===== config.mk =====
export PLATFORM = sky130hd
export DESIGN_NAME = reset_stop_irq_sequencer
export DESIGN_NICKNAME = d
export VERILOG_FILES = /design/src/hdl/rsi_pkg.sv /design/src/hdl/irq_edge_sync.sv /design/src/hdl/reset_stop_irq_sequencer.sv
export SDC_FILE = /design/constraint.sdc
export NUM_CORES = 1
export LEC_CHECK = 0
export ABC_AREA = 1
export BUFFER_PORTS_ARGS = -buffer_cell sky130_fd_sc_hd__buf_2
export CORE_UTILIZATION = 50
export CTS_CLUSTER_SIZE = 28
export DETAILED_ROUTE_END_ITERATION = 10
export MAX_ROUTING_LAYER = met4
export PLACE_DENSITY = 0.71
export SLEW_MARGIN = 20
export SYNTH_ARGS = -nofsm -noshare
export SYNTH_HDL_FRONTEND = slang
export SYNTH_SLANG_ARGS = --single-unit

===== constraint.sdc =====
create_clock -name pclk -period 2.1 [get_ports pclk]
set_input_delay 0.42 -clock pclk [delete_from_list [all_inputs] [get_ports pclk]]
set_output_delay 0.42 -clock pclk [all_outputs]
set_load 0.02 [all_outputs]

===== src/hdl/rsi_pkg.sv =====
// Purpose: Shared constants for the reset, stop and interrupt sequencer.
// Assumes: One clock, pclk at 40 MHz.
// Notes: Times are held in their own unit, cycle counts derive from them.
package rsi_pkg;
    localparam int CLK_MHZ = 40;
    localparam int CLK_PERIOD_PS = 1000000 / CLK_MHZ;
    // Reset release wait, in clock periods.
    localparam int RESET_RELEASE_TC = 2;
    // Handler start delay: 10 periods plus a 5 ns offset, rounded up.
    localparam int IRQ_LAT_TC = 10;
    localparam int IRQ_LAT_OFFSET_PS = 5000;
    localparam int IRQ_LAT_CYCLES = IRQ_LAT_TC +
        (IRQ_LAT_OFFSET_PS + CLK_PERIOD_PS - 1) / CLK_PERIOD_PS;
    // Stop exit waits.
    localparam int STOP_LONG_CYCLES = 131072;
    localparam int STOP_SHORT_CYCLES = 25;
    // Loop lock time, 0.5 ms, in microseconds.
    localparam int LOOP_LOCK_US = 500;
    localparam int LOOP_LOCK_CYCLES = LOOP_LOCK_US * CLK_MHZ;
    localparam int CNT_W = 20;
    // Register map.
    localparam logic [7:0] ADDR_OPERATING_MODE = 8'h00;
    localparam logic [7:0] ADDR_CLOCK_LOOP_CTRL = 8'h04;
    localparam logic [7:0] ADDR_CONTROL = 8'h08;
    localparam logic [7:0] ADDR_STATUS = 8'h0c;
    localparam int STOP_DELAY_BIT = 6;
    localparam int LOOP_KEEP_BIT = 12;
    localparam int LOOP_EN_BIT = 13;
    localparam int CTRL_STOP_BIT = 0;
    localparam logic [31:0] OPERATING_MODE_RESET = 32'h00000000;
    localparam logic [31:0] CLOCK_LOOP_CTRL_RESET = 32'h00000000;
    localparam int NUM_IRQ = 4;
endpackage


===== src/hdl/irq_edge_sync.sv =====
// Purpose: Synchronises one external request and flags new edges.
// Assumes: The request is asynchronous to pclk and active low.
// Notes: Falling edge detection compares two settled samples.
`timescale 1ns/1ps
module irq_edge_sync (
    input wire logic pclk,
    input wire logic presetn,
    input wire logic req_n,
    output logic level,
    output logic edge_seen
);
    logic meta;
    logic sync;
    logic prev;
    logic next_meta;
    logic next_sync;
    logic next_prev;

    always_comb begin
        next_meta = req_n;
        next_sync = meta;
        next_prev = sync;
    end

    always_ff @(posedge pclk or negedge presetn) begin
        if (!presetn) begin
            meta <= 1'b1;
            sync <= 1'b1;
            prev <= 1'b1;
        end else begin
            meta <= next_meta;
            sync <= next_sync;
            prev <= next_prev;
        end
    end

    // A new request is a fall seen against the previous sampled level.
    assign level = ~sync;
    assign edge_seen = prev & ~sync;
endmodule


===== src/hdl/reset_stop_irq_sequencer.sv =====
// Purpose: Sequences reset release, stop recovery and interrupt intake.
// Assumes: APB slave on pclk; requests and reset are asynchronous pins.
// Notes: No wait-state; every access completes in its access cycle.
//
// How it works
// - Core leaves reset no sooner than two periods after release.
// - Handler starts no sooner than ten periods plus offset after trigger.
// - First handler output is valid within that same latency.
// - Long stop exit waits about 128K periods; level request holds.
// - Short stop exit waits 25 periods; level request holds that long.
// - Stopped loop adds lock time to the selected stop exit wait.
// - Loop shuts down in stop when enabled, unless keep-alive bit is set.
// - Loop disabled means no lock wait, only the stop delay bit.
//
// The address map and the APB register port were left to the implementer.
`timescale 1ns/1ps
module reset_stop_irq_sequencer #(
    parameter int STOP_LONG = rsi_pkg::STOP_LONG_CYCLES,
    parameter int LOOP_LOCK = rsi_pkg::LOOP_LOCK_CYCLES
) (
    input wire logic pclk,
    input wire logic presetn,
    input wire logic psel,
    input wire logic penable,
    input wire logic pwrite,
    input wire logic [7:0] paddr,
    input wire logic [31:0] pwdata,
    output logic [31:0] prdata,
    output logic pready,
    output logic pslverr,
    input wire logic sys_reset_n,
    input wire logic [rsi_pkg::NUM_IRQ-1:0] ext_irq_n,
    output logic core_run,
    output logic loop_power,
    output logic vector_fetch,
    output logic [1:0] vector_id,
    output logic gp_out
);
    typedef enum {ST_RESET, ST_RELEASE, ST_RUN, ST_STOP, ST_LOCK,
                  ST_EXIT, ST_LATENCY} state_t;

    logic [31:0] operating_mode_reg;
    logic [31:0] clock_loop_ctrl_reg;
    logic [31:0] next_omr;
    logic [31:0] next_clock_loop_ctrl_reg;
    logic stop_req;
    logic next_stop_req;
    logic [31:0] next_prdata;
    logic next_pslverr;
    state_t state;
    state_t next_state;
    logic [rsi_pkg::CNT_W-1:0] cnt;
    logic [rsi_pkg::CNT_W-1:0] next_cnt;
    logic [1:0] vec;
    logic [1:0] next_vec;
    logic next_core_run;
    logic next_loop_power;
    logic next_vector_fetch;
    logic next_gp_out;
    logic rst_meta;
    logic rst_sync;
    logic [rsi_pkg::NUM_IRQ-1:0] irq_lvl;
    logic [rsi_pkg::NUM_IRQ-1:0] irq_edge;
    logic [rsi_pkg::NUM_IRQ-1:0] irq_hit;
    logic any_irq;
    logic [1:0] first_irq;
    logic stop_delay;
    logic loop_en;
    logic loop_keep;
    logic [rsi_pkg::CNT_W-1:0] exit_wait;

    ////////////////////////////////////////////////////////////////////
    // Request intake; bit 0 is level-sensitive, the rest edge-triggered.

    genvar gi;
    generate
        for (gi = 0; gi < rsi_pkg::NUM_IRQ; gi++) begin : g_irq
            irq_edge_sync u_sync (
                .pclk(pclk),
                .presetn(presetn),
                .req_n(ext_irq_n[gi]),
                .level(irq_lvl[gi]),
                .edge_seen(irq_edge[gi])
            );
            if (gi == 0) begin : g_lvl
                assign irq_hit[gi] = irq_lvl[gi];
            end else begin : g_edg
                assign irq_hit[gi] = irq_edge[gi];
            end
        end
    endgenerate

    assign any_irq = |irq_hit;

    always_comb begin
        first_irq = 2'h0;
        for (int i = rsi_pkg::NUM_IRQ - 1; i >= 0; i--) begin
            if (irq_hit[i]) begin
                first_irq = 2'(i);
            end
        end
    end

    ////////////////////////////////////////////////////////////////////
    // Board reset pin is brought into pclk before the release count.

    always_ff @(posedge pclk or negedge presetn) begin
        if (!presetn) begin
            rst_meta <= 1'b0;
            rst_sync <= 1'b0;
        end else begin
            rst_meta <= sys_reset_n;
            rst_sync <= rst_meta;
        end
    end

    ////////////////////////////////////////////////////////////////////
    // APB registers; zero wait states so pready is high from the first clock after reset.

    always_comb begin
        next_omr = operating_mode_reg;
        next_clock_loop_ctrl_reg = clock_loop_ctrl_reg;
        next_stop_req = stop_req;
        next_prdata = prdata;
        next_pslverr = 1'b0;
        if (state == ST_STOP || state == ST_LOCK || state == ST_EXIT) begin
            next_stop_req = 1'b0;
        end
        if (psel && !penable) begin
            next_prdata = 32'h00000000;
            case (paddr)
                rsi_pkg::ADDR_OPERATING_MODE:
                    next_prdata = operating_mode_reg;
                rsi_pkg::ADDR_CLOCK_LOOP_CTRL:
                    next_prdata = clock_loop_ctrl_reg;
                rsi_pkg::ADDR_CONTROL:
                    next_prdata = {31'h0, stop_req};
                rsi_pkg::ADDR_STATUS:
                    next_prdata = {16'h0, 4'(irq_lvl), 6'h0,
                                   vec, core_run, loop_power,
                                   1'b0, 1'b0};
                default:
                    next_pslverr = 1'b1;
            endcase
        end
        if (psel && penable) begin
            next_pslverr = pslverr;
            if (pwrite) begin
                case (paddr)
                    rsi_pkg::ADDR_OPERATING_MODE: next_omr = pwdata;
                    rsi_pkg::ADDR_CLOCK_LOOP_CTRL: next_clock_loop_ctrl_reg = pwdata;
                    rsi_pkg::ADDR_CONTROL:
                        next_stop_req = pwdata[rsi_pkg::CTRL_STOP_BIT];
                    default: next_stop_req = stop_req;
                endcase
            end
        end
    end

    always_ff @(posedge pclk or negedge presetn) begin
        if (!presetn) begin
            operating_mode_reg <= rsi_pkg::OPERATING_MODE_RESET;
            clock_loop_ctrl_reg <= rsi_pkg::CLOCK_LOOP_CTRL_RESET;
            stop_req <= 1'b0;
            prdata <= 32'h00000000;
            pslverr <= 1'b0;
            pready <= 1'b0;
        end else begin
            operating_mode_reg <= next_omr;
            clock_loop_ctrl_reg <= next_clock_loop_ctrl_reg;
            stop_req <= next_stop_req;
            prdata <= next_prdata;
            pslverr <= next_pslverr;
            pready <= 1'b1;
        end
    end

    ////////////////////////////////////////////////////////////////////
    // Sequencer. The long count is a parameter so benches can shrink it.

    assign stop_delay = operating_mode_reg[rsi_pkg::STOP_DELAY_BIT];
    assign loop_en = clock_loop_ctrl_reg[rsi_pkg::LOOP_EN_BIT];
    assign loop_keep = clock_loop_ctrl_reg[rsi_pkg::LOOP_KEEP_BIT];
    assign exit_wait = stop_delay
        ? rsi_pkg::CNT_W'(rsi_pkg::STOP_SHORT_CYCLES)
        : rsi_pkg::CNT_W'(STOP_LONG);

    always_comb begin
        next_state = state;
        next_cnt = cnt;
        next_vec = vec;
        next_core_run = core_run;
        next_loop_power = loop_power;
        next_vector_fetch = 1'b0;
        next_gp_out = gp_out;
        case (state)
            ST_RESET: begin
                next_core_run = 1'b0;
                next_loop_power = 1'b1;
                next_cnt = '0;
                if (rst_sync) begin
                    next_state = ST_RELEASE;
                end
            end
            ST_RELEASE: begin
                next_cnt = cnt + 1'b1;
                if (!rst_sync) begin
                    next_state = ST_RESET;
                end else if (cnt ==
                    rsi_pkg::CNT_W'(rsi_pkg::RESET_RELEASE_TC - 1)) begin
                    next_state = ST_RUN;
                    next_core_run = 1'b1;
                end
            end
            ST_RUN: begin
                if (stop_req) begin
                    next_state = ST_STOP;
                    next_core_run = 1'b0;
                    // An enabled loop idles in stop unless it is kept alive.
                    next_loop_power = !loop_en || loop_keep;
                end else if (any_irq) begin
                    next_state = ST_LATENCY;
                    next_vec = first_irq;
                    next_cnt = '0;
                end
            end
            ST_STOP: begin
                next_cnt = '0;
                if (any_irq) begin
                    next_vec = first_irq;
                    if (loop_en && !loop_keep) begin
                        next_state = ST_LOCK;
                        next_loop_power = 1'b1;
                    end else begin
                        next_state = ST_EXIT;
                    end
                end
            end
            ST_LOCK: begin
                next_cnt = cnt + 1'b1;
                if (cnt == rsi_pkg::CNT_W'(LOOP_LOCK - 1)) begin
                    next_state = ST_EXIT;
                    next_cnt = '0;
                end
            end
            ST_EXIT: begin
                next_cnt = cnt + 1'b1;
                if (cnt == exit_wait - 1'b1) begin
                    // Level request dropped early is simply not served.
                    if (vec != 2'h0 || irq_lvl[0]) begin
                        next_state = ST_LATENCY;
                    end else begin
                        next_state = ST_RUN;
                    end
                    next_core_run = 1'b1;
                    next_cnt = '0;
                end
            end
            ST_LATENCY: begin
                next_cnt = cnt + 1'b1;
                if (cnt ==
                    rsi_pkg::CNT_W'(rsi_pkg::IRQ_LAT_CYCLES - 1)) begin
                    next_state = ST_RUN;
                    next_vector_fetch = 1'b1;
                    next_gp_out = ~gp_out;
                end
            end
            default: next_state = ST_RESET;
        endcase
        // A board reset in any state stops the core, not only while waking.
        if (!rst_sync) begin
            next_state = ST_RESET;
            next_core_run = 1'b0;
            next_vector_fetch = 1'b0;
            next_gp_out = gp_out;
        end
    end

    always_ff @(posedge pclk or negedge presetn) begin
        if (!presetn) begin
            state <= ST_RESET;
            cnt <= '0;
            vec <= 2'h0;
            core_run <= 1'b0;
            loop_power <= 1'b1;
            vector_fetch <= 1'b0;
            gp_out <= 1'b0;
        end else begin
            state <= next_state;
            cnt <= next_cnt;
            vec <= next_vec;
            core_run <= next_core_run;
            loop_power <= next_loop_power;
            vector_fetch <= next_vector_fetch;
            gp_out <= next_gp_out;
        end
    end

    assign vector_id = vec;
endmodule


==> impl_metrics.ini <==
[route]
wl_met2_um = 7100
antenna_left = 0
wirelength_um = 15800
dr_total_vias = 5724
top_layer = met4
wire_per_inst_um = 14.0
drt_iter0_drc = 443
viasPerCell = 5.09
drcViolationCount = 0
wl_met3_um = 801
m1WireLength_um = 7590
drt-pass1-iter-count = 5

[grt]
overflow = 0
first_global_vias = 5539
track_usage_pct = 25.2
grt_max_degree = 65
antenna_found_initial = 0
grt_pass1_wl_um = 27000

[timing]
fmax_mhz = 521
finalWorstPathRequiredPeriod_ns = 1.92
tns_ns = 0
fin_skew_ns = 0.00857
final-hold-violation-count = 0
timing.final.crit_share_pct = 91.3
setup-violations-final = 0
worst_slew_pin_slew_ns = 0.638
finalMaxSlewViolations = 0
hold_ws_ns = 0.101
relSlewSlack_pct = 57.5
rsz0062_at_grt = no

[critical_path]
timing.rr.start = state[0]$_DFFE_PN0P_
crit_path_max_incr_delay_ns = 0.40
crit_path_start_kind = register
cp_common_cell = inv_1
path_delay_family = simple AND/OR/NAND/NOR gates
critPathSlowestCell = dfrtp_1
end_kind = register
critPathBufInv = 3
crit_start = state[0]$_DFFE_PN0P_
path_class = reg -> reg
arrival_ns = 2.22
cp_cell_sequence = inv_1 -> ha_1 -> nand2_1 -> nand3b_1 -> nor2_2 -> nor2_4 -> nand2_8 -> inv_4 -> nand3_2 -> inv_1 -> nor2_1
crit_fanout = 15
critPathRequiredTime_ns = 2.40

[layout]
layout-drive-gt1-share_pct = 19.1
diodes = 0
syn_to_final_growth_pct = 19.6
nets = 994
fillers = 1199

[placed_design]
hpwl_um = 10800
gp_congestion = 0.910
io_buffer_count = 89

[hold_path]
hp-start = ext_irq_n[3]
hp-class = in -> reg

[power]
clkPwrFrac_pct = 41.0
peakVddDrop_uv = 731
pwr-share-comb_pct = 18.4
power.share.switching_pct = 28.7
power.switching_mw = 2.06
leakage_nw = 4.38
internal_power_mw = 5.13
pwr-share-seq_pct = 40.6
p_total_mw = 7.19
power_density_nw_per_um2 = 882

[die]
boundaryPins = 90
dieArea_um2 = 14100
core_um2 = 13200
start_util_pct = 51.4
rows = 42
die_h_um = 119
die_w_um = 119

[clocking]
cts_buffers = 17
root_buffer = clkbuf_16
clock_path_buffers = 2
insertion_delay_ns = 0.42
htreeDepth = 4
cts_tree = built
clk_pin_slew_ns = 0.06
clock_sinks = 141

[synthesis]
syn_area_um2 = 6810
ys_warn_count = 0
syn-num-nets = 894
synth_edf_count = 0
synth_flop_cell = dfrtp_1
syn_area_per_cell_um2 = 8.14
syn_inst = 837
ys_types = 42
synthArstFlopShare_pct = 100
ys_seq_area_share_pct = 52.0
ys_seq_elements = 141

[outcome]
outcome = finished clean

[run]
maxCapViolations = 0
## cell usage after synthesis (4+ instances only)
master	instances	area share, %
o21ai_0	17	1.2
nor2_2	4	0.37
inv_1	100	5.5
nor3_1	9	0.66
nor2_1	48	2.6
dfrtp_1	129	47
buf_2	16	1.2
ha_1	7	1.3
a22o_1	22	2.8
dfstp_2	12	4.6
xnor2_1	5	0.64
nand2_1	283	16
a21oi_1	8	0.59
o21ai_1	68	5.0
xor2_1	4	0.51
nand3_1	46	3.4
nand4_1	9	0.83
o21bai_1	4	0.44
clkbuf_1	8	0.44
## power groups by stage
stage / clock network (mW) / registers, mW / logic (mW)
final: 2.95 / 2.92 / 1.32
after global routing: 3.11 / 2.93 / 1.47
after CTS: 2.99 / 2.92 / 1.25
after detailed placement: 0 / 2.97 / 1.24
after global placement: 0 / 2.97 / 1.21
after floorplan: 0 / 2.99 / 0.788
## cell usage in the layout (no fill, tap or decap), types with 4 or more instances in the layout
cell type / netlist / routed
ha_1: 7 / 6
o21ai_1: 68 / 68
nor2_2: 4 / 5
inv_1: 100 / 100
clkbuf_16: 0 / 17
dfstp_2: 12 / 12
nor3_1: 9 / 9
nor2_1: 48 / 47
xor2_1: 4 / 4
nand3_1: 46 / 46
buf_2: 16 / 88
xnor2_1: 5 / 5
o21bai_1: 4 / 4
o21ai_0: 17 / 17
nand2_2: 3 / 4
a22o_1: 22 / 22
nand4_1: 9 / 9
buf_12: 0 / 5
clkinv_2: 0 / 5
buf_4: 3 / 16
dfrtp_1: 129 / 129
nand2_1: 283 / 282
a21oi_1: 8 / 8
## stage by stage
step / cells / setup slack, ns / instance area, um2 / utilization (%)
after detailed placement: 1091 / 0.194 / 7520 / 56.8
final: 1125 / 0.182 / 8150 / 61.5
after global placement: 1091 / 0.272 / 7520 / 56.8
after floorplan: 837 / 0.456 / 6810 / -
after global routing: 1125 / 0.00106 / 8150 / 61.5
after CTS: 1123 / 0.174 / 8120 / 61.3
## final cells by class
class | count | area, um2 | share of cell area (%)
Tap cell | 176 | 220 | 2.70
Sequential cell | 141 | 3540 | 43.5
Multi-Input combinational cell | 562 | 2730 | 33.4
Clock buffer | 20 | 467 | 5.73
Timing Repair Buffer | 111 | 682 | 8.37
Inverter | 104 | 393 | 4.82
Clock inverter | 11 | 118 | 1.44
## cells by family (layout without fill, tap and decap cells)
logic type	count (synthesis)	in the layout	share of synthesized area, %
AO/OA/AOI/OAI	125	125	10.8
XOR/XNOR	9	9	1.16
AND/OR/NAND/NOR	420	420	26.4
buffers and inverters	134	246	8.21
other	1	1	0.0551
flip-flops	141	141	52.0
adder cells (fa/ha/maj)	7	7	1.29
## final timing paths
| kind | end | slack (ns) | cells past startpoint |
|---|---|---|---|
| setup / recovery | cnt[11]$_DFFE_PN0P_ | 0.18 | 11 |
| hold / removal | g_irq[3].u_sync.meta$_DFF_PN1_ | 0.10 | 1 |
| setup reg to reg | cnt[11]$_DFFE_PN0P_ | 0.18 | 11 |
| hold reg to reg | rst_sync$_DFF_PN0_ | 0.34 | 0 |
| max in group asynchronous | prdata[10]$_DFFE_PN0P_ | 1.01 | 3 |
| min in group asynchronous | pready$_DFF_PN0_ | 0.48 | 2 |
## layer usage
metal,global-route usage (%),up-vias
li1,-,2868
met1,34.9,2656
met2,36.9,175
met3,5.21,25
met4,8.94,0
met5,-,-
## timing repair
action,4_1_cts,5_1_grt
buffers inserted,0,2
hold buffers,1,0
gates resized for setup,0,3
setup endpoints to repair,0,7
endpoints found under the hold margin,24,0
(Power assumes the default switching activity.)
